$ cat src/timer_pkg.sv
`default_nettype none
package timer_pkg;
    localparam int unsigned BUS_W = 32;
    localparam int unsigned ADDR_W = 8;

    localparam logic [7:0] OFF_CTRL = 8'h00;
    localparam logic [7:0] OFF_SMC = 8'h04;
    localparam logic [7:0] OFF_DIEN = 8'h08;
    localparam logic [7:0] OFF_STS = 8'h10;
    localparam logic [7:0] OFF_CCM = 8'h18;
    localparam logic [7:0] OFF_CCEN = 8'h20;
    localparam logic [7:0] OFF_CNT = 8'h24;
    localparam logic [7:0] OFF_PSC = 8'h28;
    localparam logic [7:0] OFF_RELOAD = 8'h2c;
    localparam logic [7:0] OFF_CC [4] = '{8'h34, 8'h38, 8'h3c, 8'h40};

    localparam logic [31:0] RELOAD_RST = 32'hffff_ffff;
    localparam logic [15:0] PSC_RST = 16'h0000;

    typedef enum logic [1:0] {
        DIR_UP     = 2'b00,
        DIR_DOWN   = 2'b01,
        DIR_CENTER = 2'b10
    } dir_mode_t;

    typedef enum logic [2:0] {
        SM_OFF     = 3'h0,
        SM_EXT_CLK = 3'h1,
        SM_RESET   = 3'h4,
        SM_GATED   = 3'h5,
        SM_TRIGGER = 3'h6
    } slave_mode_t;

    typedef enum logic [2:0] {
        TRG_CH1       = 3'h0,
        TRG_CH2       = 3'h1,
        TRG_CH3       = 3'h2,
        TRG_CH4       = 3'h3,
        TRG_CH1_EDGES = 3'h4,
        TRG_ETR       = 3'h5,
        TRG_ITR       = 3'h6
    } trig_sel_t;

    typedef enum logic [2:0] {
        OCM_FREEZE    = 3'h0,
        OCM_ACT_MATCH = 3'h1,
        OCM_INA_MATCH = 3'h2,
        OCM_TOGGLE    = 3'h3,
        OCM_FORCE_INA = 3'h4,
        OCM_FORCE_ACT = 3'h5,
        OCM_PWM1      = 3'h6,
        OCM_PWM2      = 3'h7
    } ocm_t;

    typedef enum logic [1:0] {
        SEL_OUT     = 2'h0,
        SEL_IN      = 2'h1,
        SEL_IN_XMAP = 2'h2
    } ch_sel_t;

    typedef struct packed {
        logic      channel_dma_select;
        logic      update_disable;
        dir_mode_t count_direction_select;
        logic      count_en;
    } ctrl_t;

    typedef struct packed {
        logic        etr_filt_en;
        logic [1:0]  etr_div;
        logic        etr_pol;
        trig_sel_t   trig_sel;
        slave_mode_t slave;
    } smc_t;

    typedef struct packed {
        logic [3:0] dma_en;
        logic [3:0] channel_irq_enable;
        logic       upd_ie;
    } dien_t;

    typedef struct packed {
        logic       filt_en;
        logic [1:0] cap_psc;
        ocm_t       compare_output_mode;
        ch_sel_t    sel;
    } ch_cfg_t;

    typedef struct packed {
        logic channel_polarity;
        logic en;
    } ch_en_t;

    typedef ch_cfg_t [3:0] ccm_t;
    typedef ch_en_t [3:0] ccen_t;
endpackage
`default_nettype wire

$ cat src/general_timer_capture_pwm.sv
// Decided for this implementation: strobed register access and the address map.
`timescale 1ns/100ps
`default_nettype none
module general_timer_capture_pwm #(
    parameter int unsigned CNT_W    = 16,
    parameter int unsigned FILT_LEN = 4
) (
    input  wire logic                            ref_clk,
    input  wire logic                            rst,
    input  wire logic [timer_pkg::ADDR_W-1:0]    addr,
    input  wire logic [timer_pkg::BUS_W-1:0]     wdata,
    input  wire logic                            wr_en,
    input  wire logic                            rd_en,
    output logic      [timer_pkg::BUS_W-1:0]     rdata,
    input  wire logic [3:0]                      ch_in,
    output logic      [3:0]                      ch_out,
    output logic      [3:0]                      ch_oe_n,
    input  wire logic                            ext_trigger_input,
    input  wire logic                            itr_in,
    output logic                                 irq,
    output logic      [3:0]                      dma_req,
    output logic                                 trig_out
);
    timer_pkg::ctrl_t  ctrl_q;
    timer_pkg::smc_t   smc_q;
    timer_pkg::dien_t  dien_q;
    timer_pkg::ccm_t   ccm_q;
    timer_pkg::ccen_t  cen_q;
    logic [4:0]        sts_q;
    logic [CNT_W-1:0]  counter_value_q;
    logic [CNT_W-1:0]  counter_value_d;
    logic [CNT_W-1:0]  reload_buf_q;
    logic [CNT_W-1:0]  reload_value_q;
    logic [15:0]       prescale_buf_q;
    logic [15:0]       prescale_value_q;
    logic [15:0]       psc_cnt_q;
    logic              dir_q;
    logic              dir_d;
    logic              wrap;
    logic              cnt_moved_q;
    logic [4:0]        pin_s1_q;
    logic [4:0]        pin_s2_q;
    logic              etr_prev_q;
    logic [2:0]        etr_div_q;
    logic              ch1_prev_q;
    logic              trg_prev_q;
    logic              trig_out_q;

    localparam int unsigned BUS_W_L = timer_pkg::BUS_W;
    logic [BUS_W_L-1:0] rd_mux;
    logic [BUS_W_L-1:0] rdata_q;

    wire [4:0]       filt;
    wire [4:0]       filt_in;
    wire [4:0]       filt_en;
    wire [3:0]       ch_evt;
    wire [3:0]       trg_ch;
    wire [7:0]       trg_src;
    wire [CNT_W-1:0] cc_val [4];
    wire [3:0]       cc_wr;
    wire [3:0]       cc_hit;

    wire wr_ctrl   = wr_en & (addr == timer_pkg::OFF_CTRL);
    wire wr_smc    = wr_en & (addr == timer_pkg::OFF_SMC);
    wire wr_dien   = wr_en & (addr == timer_pkg::OFF_DIEN);
    wire wr_sts    = wr_en & (addr == timer_pkg::OFF_STS);
    wire wr_ccm    = wr_en & (addr == timer_pkg::OFF_CCM);
    wire wr_ccen   = wr_en & (addr == timer_pkg::OFF_CCEN);
    wire wr_cnt    = wr_en & (addr == timer_pkg::OFF_CNT);
    wire wr_psc    = wr_en & (addr == timer_pkg::OFF_PSC);
    wire wr_reload = wr_en & (addr == timer_pkg::OFF_RELOAD);

    // Pins come from outside the clock domain
    always_ff @(posedge ref_clk or posedge rst)
    begin
        if (rst)
        begin
            pin_s1_q <= 5'h00;
            pin_s2_q <= 5'h00;
        end
        else
        begin
            pin_s1_q <= {ext_trigger_input, ch_in};
            pin_s2_q <= pin_s1_q;
        end
    end

    // Polarity then edge divider ahead of the trigger filter
    wire etr_pol_lvl = pin_s2_q[4] ^ smc_q.etr_pol;
    wire etr_rise    = etr_pol_lvl & ~etr_prev_q;
    wire etr_divided = (smc_q.etr_div == 2'h0) ? etr_pol_lvl : etr_div_q[smc_q.etr_div - 2'h1];

    always_ff @(posedge ref_clk or posedge rst)
    begin
        if (rst)
        begin
            etr_prev_q <= 1'b0;
            etr_div_q  <= 3'h0;
        end
        else
        begin
            etr_prev_q <= etr_pol_lvl;
            etr_div_q  <= etr_div_q + {2'h0, etr_rise};
        end
    end

    assign filt_in = {etr_divided, pin_s2_q[3:0]};
    assign filt_en = {smc_q.etr_filt_en, ccm_q[3].filt_en, ccm_q[2].filt_en, ccm_q[1].filt_en, ccm_q[0].filt_en};

    // With its filter enabled, level changes only after FILT_LEN equal samples; disabled, it follows the input
    for (genvar k = 0; k < 5; k++)
    begin : gen_filt
        logic [FILT_LEN-1:0] sr_q;
        logic                lvl_q;
        always_ff @(posedge ref_clk or posedge rst)
        begin
            if (rst)
            begin
                sr_q  <= '0;
                lvl_q <= 1'b0;
            end
            else
            begin
                sr_q <= {sr_q[FILT_LEN-2:0], filt_in[k]};
                if (!filt_en[k])
                    lvl_q <= filt_in[k];
                else if (&sr_q)
                    lvl_q <= 1'b1;
                else if (~|sr_q)
                    lvl_q <= 1'b0;
            end
        end
        assign filt[k] = lvl_q;
    end

    // Trigger selector; internal trigger bypasses every filter
    wire ch1_double_edge = filt[0] ^ ch1_prev_q;
    assign trg_src = {1'b0, itr_in, filt[4], ch1_double_edge, trg_ch};
    wire trg_lvl   = trg_src[smc_q.trig_sel];
    wire trg_rise  = trg_lvl & ~trg_prev_q;

    wire sm_ext    = smc_q.slave == timer_pkg::SM_EXT_CLK;
    wire sm_gated  = smc_q.slave == timer_pkg::SM_GATED;
    wire rst_trig  = (smc_q.slave == timer_pkg::SM_RESET) & trg_rise;
    wire start_trg = (smc_q.slave == timer_pkg::SM_TRIGGER) & trg_rise;

    wire prescaler_clock = sm_ext ? trg_rise : 1'b1;
    wire run        = ctrl_q.count_en & (~sm_gated | trg_lvl);
    wire psc_wrap   = psc_cnt_q == prescale_value_q;
    // Empty reload stalls the counter
    wire counter_clock = run & prescaler_clock & psc_wrap & (reload_value_q != '0);
    wire uev        = ~ctrl_q.update_disable & (wrap | rst_trig);

    always_comb
    begin
        counter_value_d = counter_value_q;
        dir_d           = dir_q;
        wrap            = 1'b0;
        if (counter_clock)
        begin
            unique case (ctrl_q.count_direction_select)
                timer_pkg::DIR_DOWN:
                begin
                    if (counter_value_q == '0)
                    begin
                        counter_value_d = reload_value_q;
                        wrap            = 1'b1;
                    end
                    else
                        counter_value_d = counter_value_q - 1'b1;
                    dir_d = 1'b0;
                end
                timer_pkg::DIR_CENTER:
                begin
                    if (!dir_q && (counter_value_q < reload_value_q))
                    begin
                        counter_value_d = counter_value_q + 1'b1;
                        wrap            = counter_value_q == reload_value_q - 1'b1;
                        dir_d           = counter_value_q == reload_value_q - 1'b1;
                    end
                    else
                    begin
                        counter_value_d = counter_value_q - 1'b1;
                        wrap            = counter_value_q == {{(CNT_W-1){1'b0}}, 1'b1};
                        dir_d           = counter_value_q > {{(CNT_W-1){1'b0}}, 1'b1};
                    end
                end
                default:
                begin
                    if (counter_value_q == reload_value_q)
                    begin
                        counter_value_d = '0;
                        wrap            = 1'b1;
                    end
                    else
                        counter_value_d = counter_value_q + 1'b1;
                    dir_d = 1'b0;
                end
            endcase
        end
    end

    always_ff @(posedge ref_clk or posedge rst)
    begin
        if (rst)
        begin
            counter_value_q <= '0;
            dir_q           <= 1'b0;
            cnt_moved_q     <= 1'b0;
            psc_cnt_q       <= 16'h0000;
        end
        else
        begin
            cnt_moved_q <= counter_clock | rst_trig | wr_cnt;
            dir_q       <= rst_trig ? 1'b0 : dir_d;
            if (rst_trig)
                counter_value_q <= (ctrl_q.count_direction_select == timer_pkg::DIR_DOWN) ? reload_value_q : '0;
            else if (wr_cnt)
                counter_value_q <= wdata[CNT_W-1:0];
            else
                counter_value_q <= counter_value_d;
            if (rst_trig)
                psc_cnt_q <= 16'h0000;
            else if (run & prescaler_clock)
                psc_cnt_q <= psc_wrap ? 16'h0000 : psc_cnt_q + 16'h0001;
        end
    end

    // Live division period is never disturbed by a write
    always_ff @(posedge ref_clk or posedge rst)
    begin
        if (rst)
        begin
            prescale_buf_q   <= timer_pkg::PSC_RST;
            prescale_value_q <= timer_pkg::PSC_RST;
            reload_buf_q     <= timer_pkg::RELOAD_RST[CNT_W-1:0];
            reload_value_q   <= timer_pkg::RELOAD_RST[CNT_W-1:0];
        end
        else
        begin
            if (wr_psc)
                prescale_buf_q <= wdata[15:0];
            if (wr_reload)
                reload_buf_q <= wdata[CNT_W-1:0];
            if (uev)
            begin
                prescale_value_q <= prescale_buf_q;
                reload_value_q   <= reload_buf_q;
            end
        end
    end

    for (genvar i = 0; i < 4; i++)
    begin : gen_ch
        timer_pkg::ch_cfg_t cfg;
        timer_pkg::ch_en_t  ce;
        logic [CNT_W-1:0]   cc_q;
        logic               prev_q;
        logic [2:0]         ev_cnt_q;
        logic               ref_q;
        logic               ref_d;
        logic               out_q;
        wire                xmap;
        wire                is_in;
        wire                in_lvl;
        wire                pol_lvl;
        wire                edge_hit;
        wire [2:0]          need;
        wire                cap;
        wire                lt;
        wire                match;

        assign cfg      = ccm_q[i];
        assign ce       = cen_q[i];
        assign xmap     = (i < 2) && (cfg.sel == timer_pkg::SEL_IN_XMAP);
        assign is_in    = (cfg.sel == timer_pkg::SEL_IN) | xmap;
        assign in_lvl   = xmap ? filt[i ^ 1] : filt[i];
        assign pol_lvl  = in_lvl ^ ce.channel_polarity;
        assign edge_hit = pol_lvl & ~prev_q & is_in & ce.en;
        assign need     = (3'h1 << cfg.cap_psc) - 3'h1;
        assign cap      = edge_hit & (ev_cnt_q == need);
        assign lt       = counter_value_q < cc_q;
        assign match    = cnt_moved_q & (counter_value_q == cc_q) & ~is_in;
        assign trg_ch[i] = filt[i] ^ ce.channel_polarity;

        always_comb
        begin
            ref_d = ref_q;
            unique case (cfg.compare_output_mode)
                timer_pkg::OCM_FREEZE:    ref_d = ref_q;
                timer_pkg::OCM_ACT_MATCH: ref_d = match | ref_q;
                timer_pkg::OCM_INA_MATCH: ref_d = ~match & ref_q;
                timer_pkg::OCM_TOGGLE:    ref_d = match ^ ref_q;
                timer_pkg::OCM_FORCE_INA: ref_d = 1'b0;
                timer_pkg::OCM_FORCE_ACT: ref_d = 1'b1;
                timer_pkg::OCM_PWM1:      ref_d = lt;
                timer_pkg::OCM_PWM2:      ref_d = ~lt;
            endcase
        end

        always_ff @(posedge ref_clk or posedge rst)
        begin
            if (rst)
            begin
                cc_q     <= '0;
                prev_q   <= 1'b0;
                ev_cnt_q <= 3'h0;
                ref_q    <= 1'b0;
                out_q    <= 1'b0;
            end
            else
            begin
                prev_q <= pol_lvl;
                ref_q  <= ref_d;
                out_q  <= ref_q ^ ce.channel_polarity;
                if (!is_in)
                    ev_cnt_q <= 3'h0;
                else if (edge_hit)
                    ev_cnt_q <= cap ? 3'h0 : ev_cnt_q + 3'h1;
                // Capture wins over a software write in the same cycle
                if (cap)
                    cc_q <= counter_value_q;
                else if (cc_wr[i])
                    cc_q <= wdata[CNT_W-1:0];
            end
        end

        assign cc_hit[i]  = addr == timer_pkg::OFF_CC[i];
        assign cc_wr[i]   = wr_en & cc_hit[i];
        assign cc_val[i]  = cc_q;
        assign ch_evt[i]  = cap | match;
        assign ch_out[i]  = out_q;
        assign ch_oe_n[i] = ~(ce.en & (cfg.sel == timer_pkg::SEL_OUT));
    end

    always_ff @(posedge ref_clk or posedge rst)
    begin
        if (rst)
        begin
            ctrl_q     <= '0;
            smc_q      <= '0;
            dien_q     <= '0;
            ccm_q      <= '0;
            cen_q      <= '0;
            sts_q      <= 5'h00;
            ch1_prev_q <= 1'b0;
            trg_prev_q <= 1'b0;
            trig_out_q <= 1'b0;
        end
        else
        begin
            ch1_prev_q <= filt[0];
            trg_prev_q <= trg_lvl;
            trig_out_q <= uev;
            if (wr_ctrl)
                ctrl_q <= timer_pkg::ctrl_t'(wdata[$bits(timer_pkg::ctrl_t)-1:0]);
            if (start_trg)
                ctrl_q.count_en <= 1'b1;
            if (wr_smc)
                smc_q <= timer_pkg::smc_t'(wdata[$bits(timer_pkg::smc_t)-1:0]);
            if (wr_dien)
                dien_q <= timer_pkg::dien_t'(wdata[$bits(timer_pkg::dien_t)-1:0]);
            if (wr_ccm)
                ccm_q <= timer_pkg::ccm_t'(wdata);
            if (wr_ccen)
                cen_q <= timer_pkg::ccen_t'(wdata[7:0]);
            // Writing zero clears; a new event in that cycle still sets
            sts_q <= (wr_sts ? (sts_q & wdata[4:0]) : sts_q) | {ch_evt, uev};
        end
    end

    assign irq     = |(sts_q & {dien_q.channel_irq_enable, dien_q.upd_ie});
    assign dma_req = sts_q[4:1] & dien_q.dma_en & {4{ctrl_q.channel_dma_select}};

    always_comb
    begin
        rd_mux = '0;
        unique case (addr)
            timer_pkg::OFF_CTRL:   rd_mux = 32'(ctrl_q);
            timer_pkg::OFF_SMC:    rd_mux = 32'(smc_q);
            timer_pkg::OFF_DIEN:   rd_mux = 32'(dien_q);
            timer_pkg::OFF_STS:    rd_mux = 32'(sts_q);
            timer_pkg::OFF_CCM:    rd_mux = 32'(ccm_q);
            timer_pkg::OFF_CCEN:   rd_mux = 32'(cen_q);
            timer_pkg::OFF_CNT:    rd_mux = 32'(counter_value_q);
            timer_pkg::OFF_PSC:    rd_mux = 32'(prescale_buf_q);
            timer_pkg::OFF_RELOAD: rd_mux = 32'(reload_buf_q);
            timer_pkg::OFF_CC[0]:  rd_mux = 32'(cc_val[0]);
            timer_pkg::OFF_CC[1]:  rd_mux = 32'(cc_val[1]);
            timer_pkg::OFF_CC[2]:  rd_mux = 32'(cc_val[2]);
            timer_pkg::OFF_CC[3]:  rd_mux = 32'(cc_val[3]);
            default:               rd_mux = '0;
        endcase
    end

    always_ff @(posedge ref_clk or posedge rst)
    begin
        if (rst)
            rdata_q <= '0;
        else
            rdata_q <= rd_en ? rd_mux : '0;
    end

    assign rdata    = rdata_q;
    assign trig_out = trig_out_q;
endmodule
`default_nettype wire

$ cat config.mk
export PLATFORM = sky130hd
export DESIGN_NAME = general_timer_capture_pwm
export DESIGN_NICKNAME = d
export VERILOG_FILES = /design/src/timer_pkg.sv /design/src/general_timer_capture_pwm.sv
export SDC_FILE = /design/constraint.sdc
export NUM_CORES = 1
export LEC_CHECK = 0
export CORE_MARGIN = 2
export CORE_UTILIZATION = 35
export CTS_CLUSTER_DIAMETER = 50
export DETAILED_ROUTE_END_ITERATION = 16
export DONT_BUFFER_PORTS = 1
export PLACE_DENSITY = 0.58
export SLEW_MARGIN = 20
export SYNTH_ARGS = -nofsm -noshare
export SYNTH_HDL_FRONTEND = slang
export SYNTH_SLANG_ARGS = --single-unit
$ cat constraint.sdc
create_clock -name ref_clk -period 12.6 [get_ports ref_clk]
set_input_delay 3.15 -clock ref_clk [delete_from_list [all_inputs] [get_ports ref_clk]]
set_output_delay 3.15 -clock ref_clk [all_outputs]
set_load 0.005 [all_outputs]
* Word level (Yosys, flattened, before mapping)
Index checks and enable logic that the tools add are counted.
** Cells by class
- Order comparisons :: 8
- Shift operators :: 4
- $add $sub $neg :: 14
- Bitwise operators :: 113
- Mux-type cells :: 72
- Equal/unequal tests :: 73
- Reduce and logical (&&, ||, !) cells :: 33
** Operators by type and width (number)
- case mux 32 bit (13 select lines) :: 1
- 2-to-1 mux 16 bit :: 18
- equality test 16 bit :: 7
- < comparator 16 bit :: 5
- equality test 3 bit (second input constant) :: 19
- equality test 8 x 6 -> 1 bit (second input constant) :: 7
- AND 1 bit :: 54
- 2-to-1 mux 3 bit :: 12
- adder 16 x 1 -> 16 bit (second input constant) :: 2
- 2-to-1 mux 32 bit :: 1
- case mux 16 bit (2 select lines) :: 1
- subtractor 16 x 1 -> 16 bit (second input constant) :: 2
- 2-to-1 mux 1 bit :: 31
- case mux 1 bit (7 select lines) :: 4
- equality test 3 x 2 -> 1 bit (second input constant) :: 8
- NOT 1 bit :: 24
- AND reduction 4 bit :: 5
- OR reduction 4 bit :: 5
- equality test 16 x 1 -> 1 bit (second input constant) :: 1
- equality test 8 x 5 -> 1 bit (second input constant) :: 2
- > comparator 16 x 1 -> 1 bit (second input constant) :: 1
- zero test 16 bit :: 1
- nonzero test 16 bit :: 1
- bitwise XOR 1 bit :: 16
- 32 further kinds :: 89
** Storage, ports and cells
- Logic and storage cells :: 400
- Input bits :: 50
- Register bits after elaboration :: 329
- Output and inout port bits :: 46

* Logic depth before layout (Yosys ltp)
Gate-level depths: netlist (run 1).
- Word-level depth :: 12
- Depth in mapped cells :: 13
- Depth with buffers taken out :: 11

* Worst setup path after synthesis (run 1)
No wires, ideal clock.
- Path kind :: input-to-reg
- Start point :: input port addr[1] (netlist bit)
- End point :: register gen_ch[3].cc_q[9]
- Setup slack :: 7.127 ns
- Library setup time :: 0.137 ns
- Cell stages on the path :: 8
- Path buffers :: 1
- Arrival time :: 5.336 ns
- Required time :: 12.463 ns
- Cell sequence :: nor3_1 -> nand2b_1 -> or3_1 -> nor3b_1 -> nand2_1 -> clkbuf_1 -> mux2i_1 -> a21oi_1
** On the way
- Longest elaborated chain between the ends :: 3
** Ends and longest elaborated chain
- start: declaration :: line general_timer_capture_pwm.sv:10 : input wire logic [timer_pkg::ADDR_W-1:0] addr,
- equality test 8 x 7 -> 1 bit :: line general_timer_capture_pwm.sv:328 : assign cc_hit[i] = addr == timer_pkg::OFF_CC[i];
- AND 1 bit :: line general_timer_capture_pwm.sv:329 : assign cc_wr[i] = wr_en & cc_hit[i];
- nonzero test 2 bit (no source line)
- end signal: assignment :: line general_timer_capture_pwm.sv:322 : cc_q <= counter_value_q;
- end signal: assignment :: line general_timer_capture_pwm.sv:324 : cc_q <= wdata[CNT_W-1:0];
- end: declaration :: line general_timer_capture_pwm.sv:257 : logic [CNT_W-1:0] cc_q;
Every way passes these cells.
A chain may end at the register's enable or synchronous reset.

* Worst setup path after layout (run 1)
- Start point :: input port itr_in
- End point :: register prescale_value_q[2]
** On the way
- Longest elaborated chain between the ends :: 10
- Elaborated cells on any way between the ends :: 13
- Those cells by class :: 4 x mux; 9 x bitwise
** Ends and longest elaborated chain
- start: declaration :: line general_timer_capture_pwm.sv:19 : input wire logic itr_in,
- binary-select mux 1 bit (select 3 bit) (*) :: line general_timer_capture_pwm.sv:139 : wire trg_lvl = trg_src[smc_q.trig_sel];
- 2-to-1 mux 1 bit (not written as such) (*) :: line general_timer_capture_pwm.sv:139
- bitwise OR 1 bit or AND 1 bit (tied branches) :: line general_timer_capture_pwm.sv:148, general_timer_capture_pwm.sv:140
- AND 1 bit or 2-to-1 mux 1 bit (tied branches) :: line general_timer_capture_pwm.sv:148, general_timer_capture_pwm.sv:147
- AND 1 bit (3 in a row) :: line general_timer_capture_pwm.sv:151 : wire counter_clock = run & prescaler_clock & psc_wrap & (reload_value_q != '0);
- 2-to-1 mux 1 bit :: line general_timer_capture_pwm.sv:159 : if (counter_clock)
- bitwise OR 1 bit (*) :: line general_timer_capture_pwm.sv:152 : wire uev = ~ctrl_q.update_disable & (wrap | rst_trig);
- AND 1 bit (*) :: line general_timer_capture_pwm.sv:152
- end signal: assignment :: line general_timer_capture_pwm.sv:235 : prescale_value_q <= timer_pkg::PSC_RST;
- end signal: assignment :: line general_timer_capture_pwm.sv:247 : prescale_value_q <= prescale_buf_q;
- end: declaration :: line general_timer_capture_pwm.sv:35 : logic [15:0] prescale_value_q;
Every way passes the cells marked *; elsewhere a longest branch is shown, timed or not. The select of a mux whose other input is x is not followed.

==> impl_summary.md, run 1 <==
Floorplan
The vertical extent of the die is 234 um. The die is 234 um wide. The die area is 0.0549 mm2. The I/O pin count is 96. In this run the standard cell core region covers 0.0524 mm2. The initial utilization of the core area, before any placement, comes to 0.354. After floorplanning, the core was divided into 84 placement rows.

CTS
The number of clock buffers added by TritonCTS is 42. After clock tree synthesis, the clock-pin slew on the worst setup and hold paths is 60 ps. TritonCTS built the clock tree. The total of hold buffers inserted after clock tree synthesis is 0.

The insertion delay to the later sink of the worst-skew pair is 580 ps. The clock root buffer master is clkbuf_16. The number of levels the H-tree was split into is 2. The number of sinks driven by the clock tree is 329. No sink is reached through more buffers than the 3 on the longest clock path. The number of setup buffers added after CTS is 0. The number of gates given a new drive strength after cts is 0.

Routing
The routed wire length is 60900 um. Dividing the detail-routed via count by the number of cells gives 5.86. After detailed routing, the number of remaining DRC violations is 0. Detailed routing inserted a total of 14900 vias. The number of nets with antenna violations after routing is 0.

The iteration count of the initial detailed-routing pass is 7. For this block, the initial DRC count from the detailed router was 1303. After detailed routing, the average wire length per cell comes to 23.9 um.

Placed design
Routability-driven placement finished with a final weighted congestion of 0.936. After legalization and detailed placement, the total HPWL measured 43300 um. The placement-stage cell area is 0.0193 mm2. The number of buffers inserted by port buffering is 0.

Synthesis
Counting flops and latches in the post-synthesis netlist gives 329. The post-synth net total is 2002. Of all flip-flops after synthesis, the portion carrying an async set or reset was 1.00.

The distinct cell type count of the synthesized netlist is 69. The average cell area after synthesis is 10.1 um2. The total standard cell area after synthesis is 0.0186 mm2. The synthesized design contains 0 enable-type register cells. Synthesis produced 1845 cells. The top flip-flop cell by instance count after synthesis is dfrtp_1.

The sequential cell area fraction in the yosys report is 0.446. Yosys printed 0 warnings.

Power and ir drop
Summed over all cells, the static leakage comes to 10.1 nW. For this design the ratio of total power to cell area is 139 mW/mm2. The largest vdd supply drop is 0.116 mV. The post-layout total power is 2.89 mW.

Final layout
The leading cell type in the layout, fill and taps excluded is dfrtp_1. With fillers left out, the area of the finished cells amounts to 0.0208 mm2. The final cell utilization of the core is 0.397. Of the cells placed in the final design, the portion with a size suffix greater than 1 is 0.158.

Leaving out fill and tap cells, the most frequent cells in the layout are dfrtp_1, mux2_2, nor2_1, a21oi_1, nand2_1. Compared with the post-synthesis result, the final layout area differs by 12.2%. For this run, the post-layout net count is 1983.

Worst setup path
Along the worst path, the maximum fanout reaches 18. The critical path arrival is 5810 ps. The nature of the critical path endpoint is a flop. The critical path launch point type is an input port. The path type of the worst setup path is input port to flop. STA puts the critical path data required time at 13060 ps.

Global route
The pin count of the biggest net entering global routing is 115. The first global-routing pass estimated 92900 um of wire. After global routing the overflow that remains totals 0. The number of global-route vias before repair is 14700. The number of antenna violations at the first check in global routing is 3.

For this run, the total global-route usage over all layers was measured as 0.225.

Outcome
The flow ran to the end, and the final reports show no timing, DRC or antenna violations.

STA
The worst pin sits at a relative slew slack of 0.233. The measured slew at the worst slew-check pin is 1150 ps. The max-slew violation count is 0. The achievable clock frequency is 187 MHz. The final sum of negative setup slack is 0 ps. The final number of setup-violating endpoints is 0. Setup repair after global routing left no endpoint under its margin. The final worst-path cycle share is 0.425. The final count of hold timing violations is 0. On the final layout, the worst clock skew is 26.6 ps. The worst path in the final design needs a cycle of 5350 ps, including I/O delays and setup.

Worst hold path
The path class of the tightest hold or removal check is flop to flop.

Run
The tool flagged a number of max-cap violations equal to 0.
## state kept, by name, indices dropped and copies added (netlist names), 8 cells and up
register          cells
dien_q                9
gen_ch.ev_cnt_q      12
prescale_value_q     16
reload_buf_q         16
counter_value_q      16
smc_q                 9
gen_filt.sr_q        20
rdata                32
ccm_q                32
psc_cnt_q            16
prescale_buf_q       16
cen_q                 8
reload_value_q       16
gen_ch.cc_q          64
## layout make-up
class / count / area, um2
fill: 5081 / 31600
multi-input combinational: 1307 / 9490
sequential: 329 / 8270
clock buffer: 57 / 1220
tap: 688 / 861
inverter: 109 / 417
timing repair buffer: 37 / 298
clock inverter: 20 / 262
antenna: 2 / 5.00
## cell usage after synthesis, types with 20 or more instances
cell type / number / area (um2)
a21oi_1: 115 / 576
a222oi_1: 34 / 340
a22oi_1: 28 / 210
a31oi_1: 29 / 181
and3_1: 47 / 294
clkbuf_1: 82 / 308
dfrtp_1: 297 / 7430
dfstp_2: 32 / 841
ha_1: 107 / 1340
inv_1: 109 / 409
mux2_2: 129 / 1450
mux2i_1: 73 / 731
nand2_1: 111 / 417
nand3_1: 41 / 205
nand4_1: 27 / 169
nor2_1: 129 / 484
nor3_1: 29 / 145
o21ai_0: 106 / 531
xnor2_1: 43 / 377
xor2_1: 20 / 175
## stage by stage
| stage | setup slack [ps] | hold slack (ps) | instances |
|---|---|---|---|
| floorplan | 392 | 331 | 1845 |
| global placement | 6630 | 338 | 2469 |
| detailed placement | 6490 | 336 | 2469 |
| CTS | 7100 | 349 | 2546 |
| global route | 7010 | 354 | 2549 |
| finish | 7250 | 348 | 2549 |
## critical path, cell delays in order
cell and delay [ps]:
nand2b_1 80, o211ai_1 140, nand3_1 130, o211ai_1 280, nor2_1 540, o211ai_1 280
a21oi_4 610, buf_16 230, mux2_2 340
## path summary, 6_finish.rpt
check,from,endpoint,slack [ps],cells after the start
setup / recovery,itr_in,prescale_value_q[2]$_DFFE_PP0P_,7250,9
hold / removal,pin_s1_q[2]$_DFF_PP0_,pin_s2_q[2]$_DFF_PP0_,350,0
setup reg to reg,reload_value_q[14]$_DFFE_PP1P_,prescale_value_q[2]$_DFFE_PP0P_,8130,11
hold reg to reg,pin_s1_q[2]$_DFF_PP0_,pin_s2_q[2]$_DFF_PP0_,350,0
max in group asynchronous,rst,gen_filt[4].sr_q[3]$_DFF_PP0_,7560,3
min in group asynchronous,rst,rdata[13]$_DFF_PP0_,2610,1
## report_power, final
group	switching [mW]	internal, mW	leakage, nW	total (mW)
clock	0.498	0.770	0.727	1.27
combinational	0.258	0.168	5.34	0.427
sequential	0.0741	1.12	4.01	1.20
## routing by layer
layer	vias to the layer above	routed length, um	track usage
met5	-	13	0
met4	2	3050	0.114
met3	150	4440	0.0317
met2	638	27800	0.349
met1	7445	25600	0.305
li1	6702	-	-
## logic make-up (layout without fill, tap and decap cells)
group | count (synthesis) | count (layout) | share of synthesized area
other | 0 | 2 | 0
buffers and inverters | 209 | 223 | 0.0450
AND/OR/NAND/NOR | 497 | 497 | 0.136
adder cells (fa/ha/maj) | 107 | 107 | 0.0721
XOR/XNOR | 63 | 63 | 0.0297
AO/OA/AOI/OAI | 438 | 438 | 0.154
multiplexers | 202 | 202 | 0.118
flip-flops | 329 | 329 | 0.446
Power figures use the tool's default switching activity.
==> run 2: changes to the inputs <==
clock period = 4.5 ns   (was 12.6 ns; I/O delays follow)
==> impl_summary.md, run 2 (synthesis gave the netlist of run 1 again) <==
Outcome
The flow ran to the end, and the final reports show no timing, DRC or antenna violations.

Final layout
The leading cell type in the layout, fill and taps excluded is dfrtp_1. Relative to the synthesized area, the layout overhead comes to 13.5%. In the layout the commonest cells are dfrtp_1, mux2_2, nor2_1, a21oi_1, nand2_1. More flip-flops sit in one register than any other, and that register is gen_ch.cc_q. The number of flip-flops under the largest register name is 64. At the end of the flow the core is filled with cells to 0.402.

The net count of the finished layout is 2004. For this run, the number of standard cells in the final layout without fillers is 2572. The post-route standard cell area excluding fillers is 0.0211 mm2.

The share of final-layout standard cells stronger than drive strength 1 is 0.166.

Global route
Across every metal layer, demand over resource in global routing totals 0.237. The number of global-route vias before repair is 15000. Global routing finished with a remaining overflow of 0. The wire length of the first global-routing pass is 96900 um. The met2 track utilization from global routing is 0.376. The global routing usage on met3 is 0.0441.

The most congested layer reported by global routing is met2. The fraction of met1 tracks used by global routing is 0.321. The number of antenna violations at the first check in global routing came to 5. The pin count of the biggest net entering global routing is 117.

STA
The final worst-path cycle share is 0.921. The worst hold-check slack is 345 ps. The final sum of negative setup slack is 0 ps. Setup violations remaining at the end of the flow were counted as 0.

Setup repair after global routing left no endpoint under its margin. The max-slew violation count was 0. After layout, the minimum clock period comes to 4140 ps. Timing would allow up to 241 MHz. For the pin with the worst max-slew slack, the measured transition is 1160 ps. The worst-case setup margin in the final layout is 357 ps.

The final count of hold timing violations is 0. The worst-case headroom to the max-slew limit is 0.227. The final setup skew is 21.1 ps.

Routing
After detailed routing, the number of vias per cell comes to 5.89. The number of remaining DRC errors is 0. The total number of vias is 15100. Dividing the detail-routed wire length by the instance count gives 25.0 um. The first detailed-routing pass ran for 9 iterations.

The routed wire length is 64300 um. The starting DRC count in detailed routing is 1580. The number of nets with antenna violations after routing is 0.

Power and ir drop
In this run the static leakage power is 10.2 nW. The worst-case IR drop observed on VDD is 0.287 mV. The completed layout was analyzed and its total power is 8.33 mW. The power per standard cell area is 396 mW/mm2.

CTS
The clock root buffer master is clkbuf_16. The total clock buffers created by CTS is 43. Once the clock tree was built, the setup fixing pass inserted 0 buffers. The number of levels the H-tree was split into is 2. The number of gates given a new drive strength after cts is 0.

The insertion delay to the later sink of the worst-skew pair is 580 ps. After clock tree synthesis, the clock-pin slew on the worst setup and hold paths is 60 ps. The number of sinks driven by the clock tree is 329. In this run, post-CTS hold repair placed 0 buffers. No sink is reached through more buffers than the 3 on the longest clock path. TritonCTS built the clock tree.

Worst setup path
The startpoint identified for the worst register-to-register timing path is reload_value_q[7]$_DFFE_PP1P_. The longest individual stage delay on the worst path is 810 ps. The worst register-to-register path has a depth of 11. At the worst endpoint, the required time is 4950 ps. The path type of the worst setup path is flop to flop. In this run the worst setup path begins at reload_value_q[7]$_DFFE_PP1P_. The cell family contributing the most delay on the critical path is simple AND/OR/NAND/NOR gates. The critical path arrival is 4600 ps.

Together, buffers and inverters on the worst path number 2. The critical path launch point type is a flop. In this run the worst path has a maximum fanout of 33. The logic depth of the worst path, buffers included is 11. Walking the worst path, the cells encountered are inv_1, ha_1, a21oi_1, o21ai_0, a2111o_1, or4b_2, and4bb_1, o211ai_1, a21oi_4, buf_12, mux2_2. STA classifies the critical path endpoint as a flop. On the critical path, the stage with the largest delay is an instance of or4b_2.

Placed design
During placement, the flow inserted port buffers numbering 0. The half-perimeter wire length of the detailed placement result is 46500 um. The final weighted congestion in routability-driven placement is 0.909.

At the placement stage, the worst setup path has a slack of 383 ps. The placement-stage cell area is 0.0195 mm2. Including well taps, the total number of placed cells is 2490.

Worst hold path
The cell depth of the worst hold path is 0. The start point of the worst min-delay path is pin_s1_q[3]$_DFF_PP0_. The worst hold path belongs to the class flop to flop.

Floorplan
The I/O pin count is 96. The die covers 0.0549 mm2. The width of the die is 234 um.

For this configuration, the core starts out at a cell density of 0.354. The standard cell core area is 0.0524 mm2. The number of core rows is 84. Measured along the y axis, the die boundary spans 234 um.

Run
The max-cap check violation count is 0.
## run 2: changes by cell type in the layout (fill, tap and decap cells not counted), sizes merged
cell,before,now
clkbuf,57,54
inv,114,112
buf,37,57
clkinvlp,1,5
bufinv,4,8
## run 2: power by group
group          internal (mW)  switching, mW  total (mW)
combinational          0.495          0.737        1.23
sequential              3.15          0.216        3.37
clock                   2.32           1.42        3.74
## run 2: worst paths after layout
path / to / slack (ps)
worst max-delay path: prescale_value_q[8]$_DFFE_PP0P_ / 360
worst min-delay path: pin_s2_q[3]$_DFF_PP0_ / 350
worst max register to register: prescale_value_q[8]$_DFFE_PP0P_ / 360
worst min register to register: pin_s2_q[3]$_DFF_PP0_ / 350
max in group asynchronous: psc_cnt_q[15]$_DFFE_PP0P_ / 3010
min in group asynchronous: gen_ch[0].cc_q[15]$_DFFE_PP0P_ / 470
## run 2: worst register-to-register path, cell delays in order, from the launching register on
cell and delay [ps]:
dfstp_2 650, inv_1 100, ha_1 300, a21oi_1 120, o21ai_0 110, a2111o_1 450, or4b_2 810, and4bb_1 430
o211ai_1 150, a21oi_4 260, buf_12 260, mux2_2 380
## run 2: area by class of cell
cell class	instances	area (um2)
fill	5045	31400
multi-input combinational	1307	9490
sequential	329	8270
clock buffer	54	1170
tap	688	861
timing repair buffer	57	490
inverter	109	413
clock inverter	26	374
antenna	2	5.00
## run 2: routing by layer
metal / up-vias / routed length, um
li1: 6748 / -
met1: 7661 / 27300
met2: 599 / 29800
met3: 132 / 4880
met4: 4 / 2320
met5: - / 21
==> run 3: changes to the inputs <==
CTS_BUF_LIST = sky130_fd_sc_hd__clkbuf_16   (was not set)
PLACE_DENSITY = 0.56   (was 0.58)
clock period = 5 ns   (was 4.5 ns; I/O delays follow)
==> impl_summary.md, run 3 (synthesis gave the netlist of run 1 again) <==
Global route
The wire length of the first global-routing pass is 96000 um. Entering global routing, the biggest net connects 123 pins. The number of global-route vias before repair is 14900.

The global routing usage summed across all routing layers is 0.235. The number of antenna violations at the first check in global routing is 3. The total overflow reported by the global router is 0.

Routing
The sum of routed wire segments on met1 is 27700 um. The amount of wire on met2 after detailed routing is 28300 um. The routed wire length is 63400 um. The number of vias per cell after detailed routing is 5.85. The highest layer used for signal routing is met4. The average routed wire per standard cell is 24.8 um. Summed over all nets, wire length on met3 after detailed routing comes to 4560 um. In the routed design, unresolved DRC markers number 0.

The total number of vias is 15000. In this run the remaining antenna-violating nets after routing total 0. For this run, the detailed router's first-pass iteration total came to 6. For this block, the initial DRC count from the detailed router was 1595.

STA
Across all hold checks on the routed design, the worst slack comes to 342 ps. The max-slew violation count is 0. In the post-route analysis, the smallest setup slack over all paths is 784 ps. Setup repair after global routing left no endpoint under its margin. The final count of hold timing violations is 0.

The worst path in the final design needs a cycle of 4220 ps, including I/O delays and setup. Based on the critical path, the design can be clocked at up to 237 MHz. The final worst-path cycle share is 0.843. Measured against its own limit, the worst slew margin works out to 0.236. Setup violations remaining at the end of the flow were counted as 0. The measured slew at the worst slew-check pin is 1140 ps.

The final setup skew is 48.5 ps.

Worst setup path
Data on the critical path arrives at its endpoint at 4680 ps. The path type of the worst setup path is flop to flop. The critical path launch point type is a flop. The number of cells on the worst reg-to-reg path is 11. For this design, the slowest cell found on the critical path is or4b_2. For the worst setup path, the data required time is 5470 ps. The biggest fanout along the worst timing path is 33. The critical path goes through inv_1, ha_1, a21oi_1, o21ai_0, a2111o_1, or4b_2, and4bb_1, o211ai_1, a21oi_4, buf_4, mux2_2. The capture point of the critical path is prescale_value_q[12]$_DFFE_PP0P_.

In this run the worst setup path begins at reload_value_q[7]$_DFFE_PP1P_. The longest individual stage delay on the worst path is 790 ps. The setup slack of the worst register-to-register path is 780 ps. The worst register-to-register path begins at reload_value_q[7]$_DFFE_PP1P_.

In this run the critical register-to-register path is captured at prescale_value_q[12]$_DFFE_PP0P_. The worst setup path is captured at a flop.

Final layout
More flip-flops sit in one register than any other, and that register is gen_ch.cc_q. The register with the most flip-flops in the layout has 64 of them. After routing the design area is 0.0210 mm2. The number of nets in the layout is 1991. The post-route non-filler standard cell count is 2558. The top cell types in the final layout, fill and taps aside, are dfrtp_1, mux2_2, nor2_1, a21oi_1, inv_1. The number of antenna diodes is 0. The leading cell type in the layout, fill and taps excluded is dfrtp_1. Compared with the post-synthesis result, the final layout area differs by 13.1%. The share of final-layout standard cells stronger than drive strength 1 is 0.162.

Floorplan
The standard cell core area is 0.0524 mm2. The die covers 0.0549 mm2. The width of the die is 234 um.

The I/O pin count is 96. The initial standard-cell utilization of the core is 0.354. The floorplan step set the die height to 234 um. Row generation in the floorplan step produced 84 rows.

Placed design
Port buffering added 0 buffers. The HPWL after detailed placement is 45100 um. The placement-stage cell area is 0.0194 mm2. The minimum setup slack after placement is 838 ps. The number of placed cells counting well taps is 2476. The congestion estimate from routability-driven global placement came to 0.920.

Power and ir drop
Power spread over the standard cell area amounts to 358 mW/mm2. The design draws 7.52 mW. For this design the static power due to leakage is 10.1 nW. The largest vdd supply drop is 0.280 mV.

CTS
The number of hold buffers added after CTS was 0. The number of sinks driven by the clock tree is 329. Gates resized during post-CTS repair numbered 0.

The number of clock buffers added by TritonCTS is 44. The TritonCTS clock tree is built. The cell sitting at the root of the clock tree is a clkbuf_16. The number of levels the H-tree was split into is 2.

Buffers added to address setup during post-CTS repair amount to 0. No sink is reached through more buffers than the 3 on the longest clock path. For the worst-skew pair, the clock arrives at the later sink with an insertion delay of 620 ps. After clock tree synthesis, the clock-pin slew on the worst setup and hold paths is 60 ps.

Worst hold path
The type of the worst min-delay path is flop to flop. The start point of the worst min-delay path is pin_s1_q[3]$_DFF_PP0_.

Run
The max-cap check violation count is 0.

Outcome
The run finished with clean final reports.
==> run 3: final cells by class <==
cell class	instances	area (um2)
Clock buffer	44	1100
Multi-Input combinational cell	1307	9500
Clock inverter	38	483
Tap cell	688	861
Inverter	109	413
Fill cell	5066	31500
Timing Repair Buffer	43	360
Sequential cell	329	8270
==> run 3: worst min-delay path by stage <==
stage / slack, ps / depth (start not counted) / endpoint
2_1_floorplan: 330 / 0 / pin_s2_q[0]$_DFF_PP0_
3_3_place_gp: 330 / 0 / pin_s2_q[3]$_DFF_PP0_
3_5_place_dp: 340 / 0 / pin_s2_q[3]$_DFF_PP0_
4_1_cts: 350 / 0 / pin_s2_q[3]$_DFF_PP0_
5_1_grt: 350 / 0 / pin_s2_q[4]$_DFF_PP0_
6_report: 340 / 0 / pin_s2_q[3]$_DFF_PP0_
==> run 3: layer usage <==
metal / GRT usage / vias up
met5: 0 / -
met4: 0.109 / 0
met3: 0.0443 / 135
met2: 0.360 / 572
met1: 0.321 / 7544
li1: - / 6707
==> run 3: power by group <==
part | switching, mW | internal (mW) | total (mW)
logic | 0.661 | 0.426 | 1.09
clock network | 1.35 | 2.06 | 3.41
registers | 0.187 | 2.83 | 3.02
total | 2.20 | 5.32 | 7.52
==> run 3: per-stage QoR <==
step           utilization  setup TNS (ps)
2_1_floorplan            -         -183120
3_3_place_gp         0.370               0
3_5_place_dp         0.370               0
4_1_cts              0.400               0
5_1_grt              0.400               0
6_report             0.400               0
==> run 3: worst max-delay path, delay by kind of cell (launching register included) <==
family                   cells  cell delay [ps]
AO/OA/AOI/OAI                5             1020
flip-flops                   1              640
adder cells (fa/ha/maj)      1              300
buffers and inverters        2              570
multiplexers                 1              390
AND/OR/NAND/NOR              2             1170
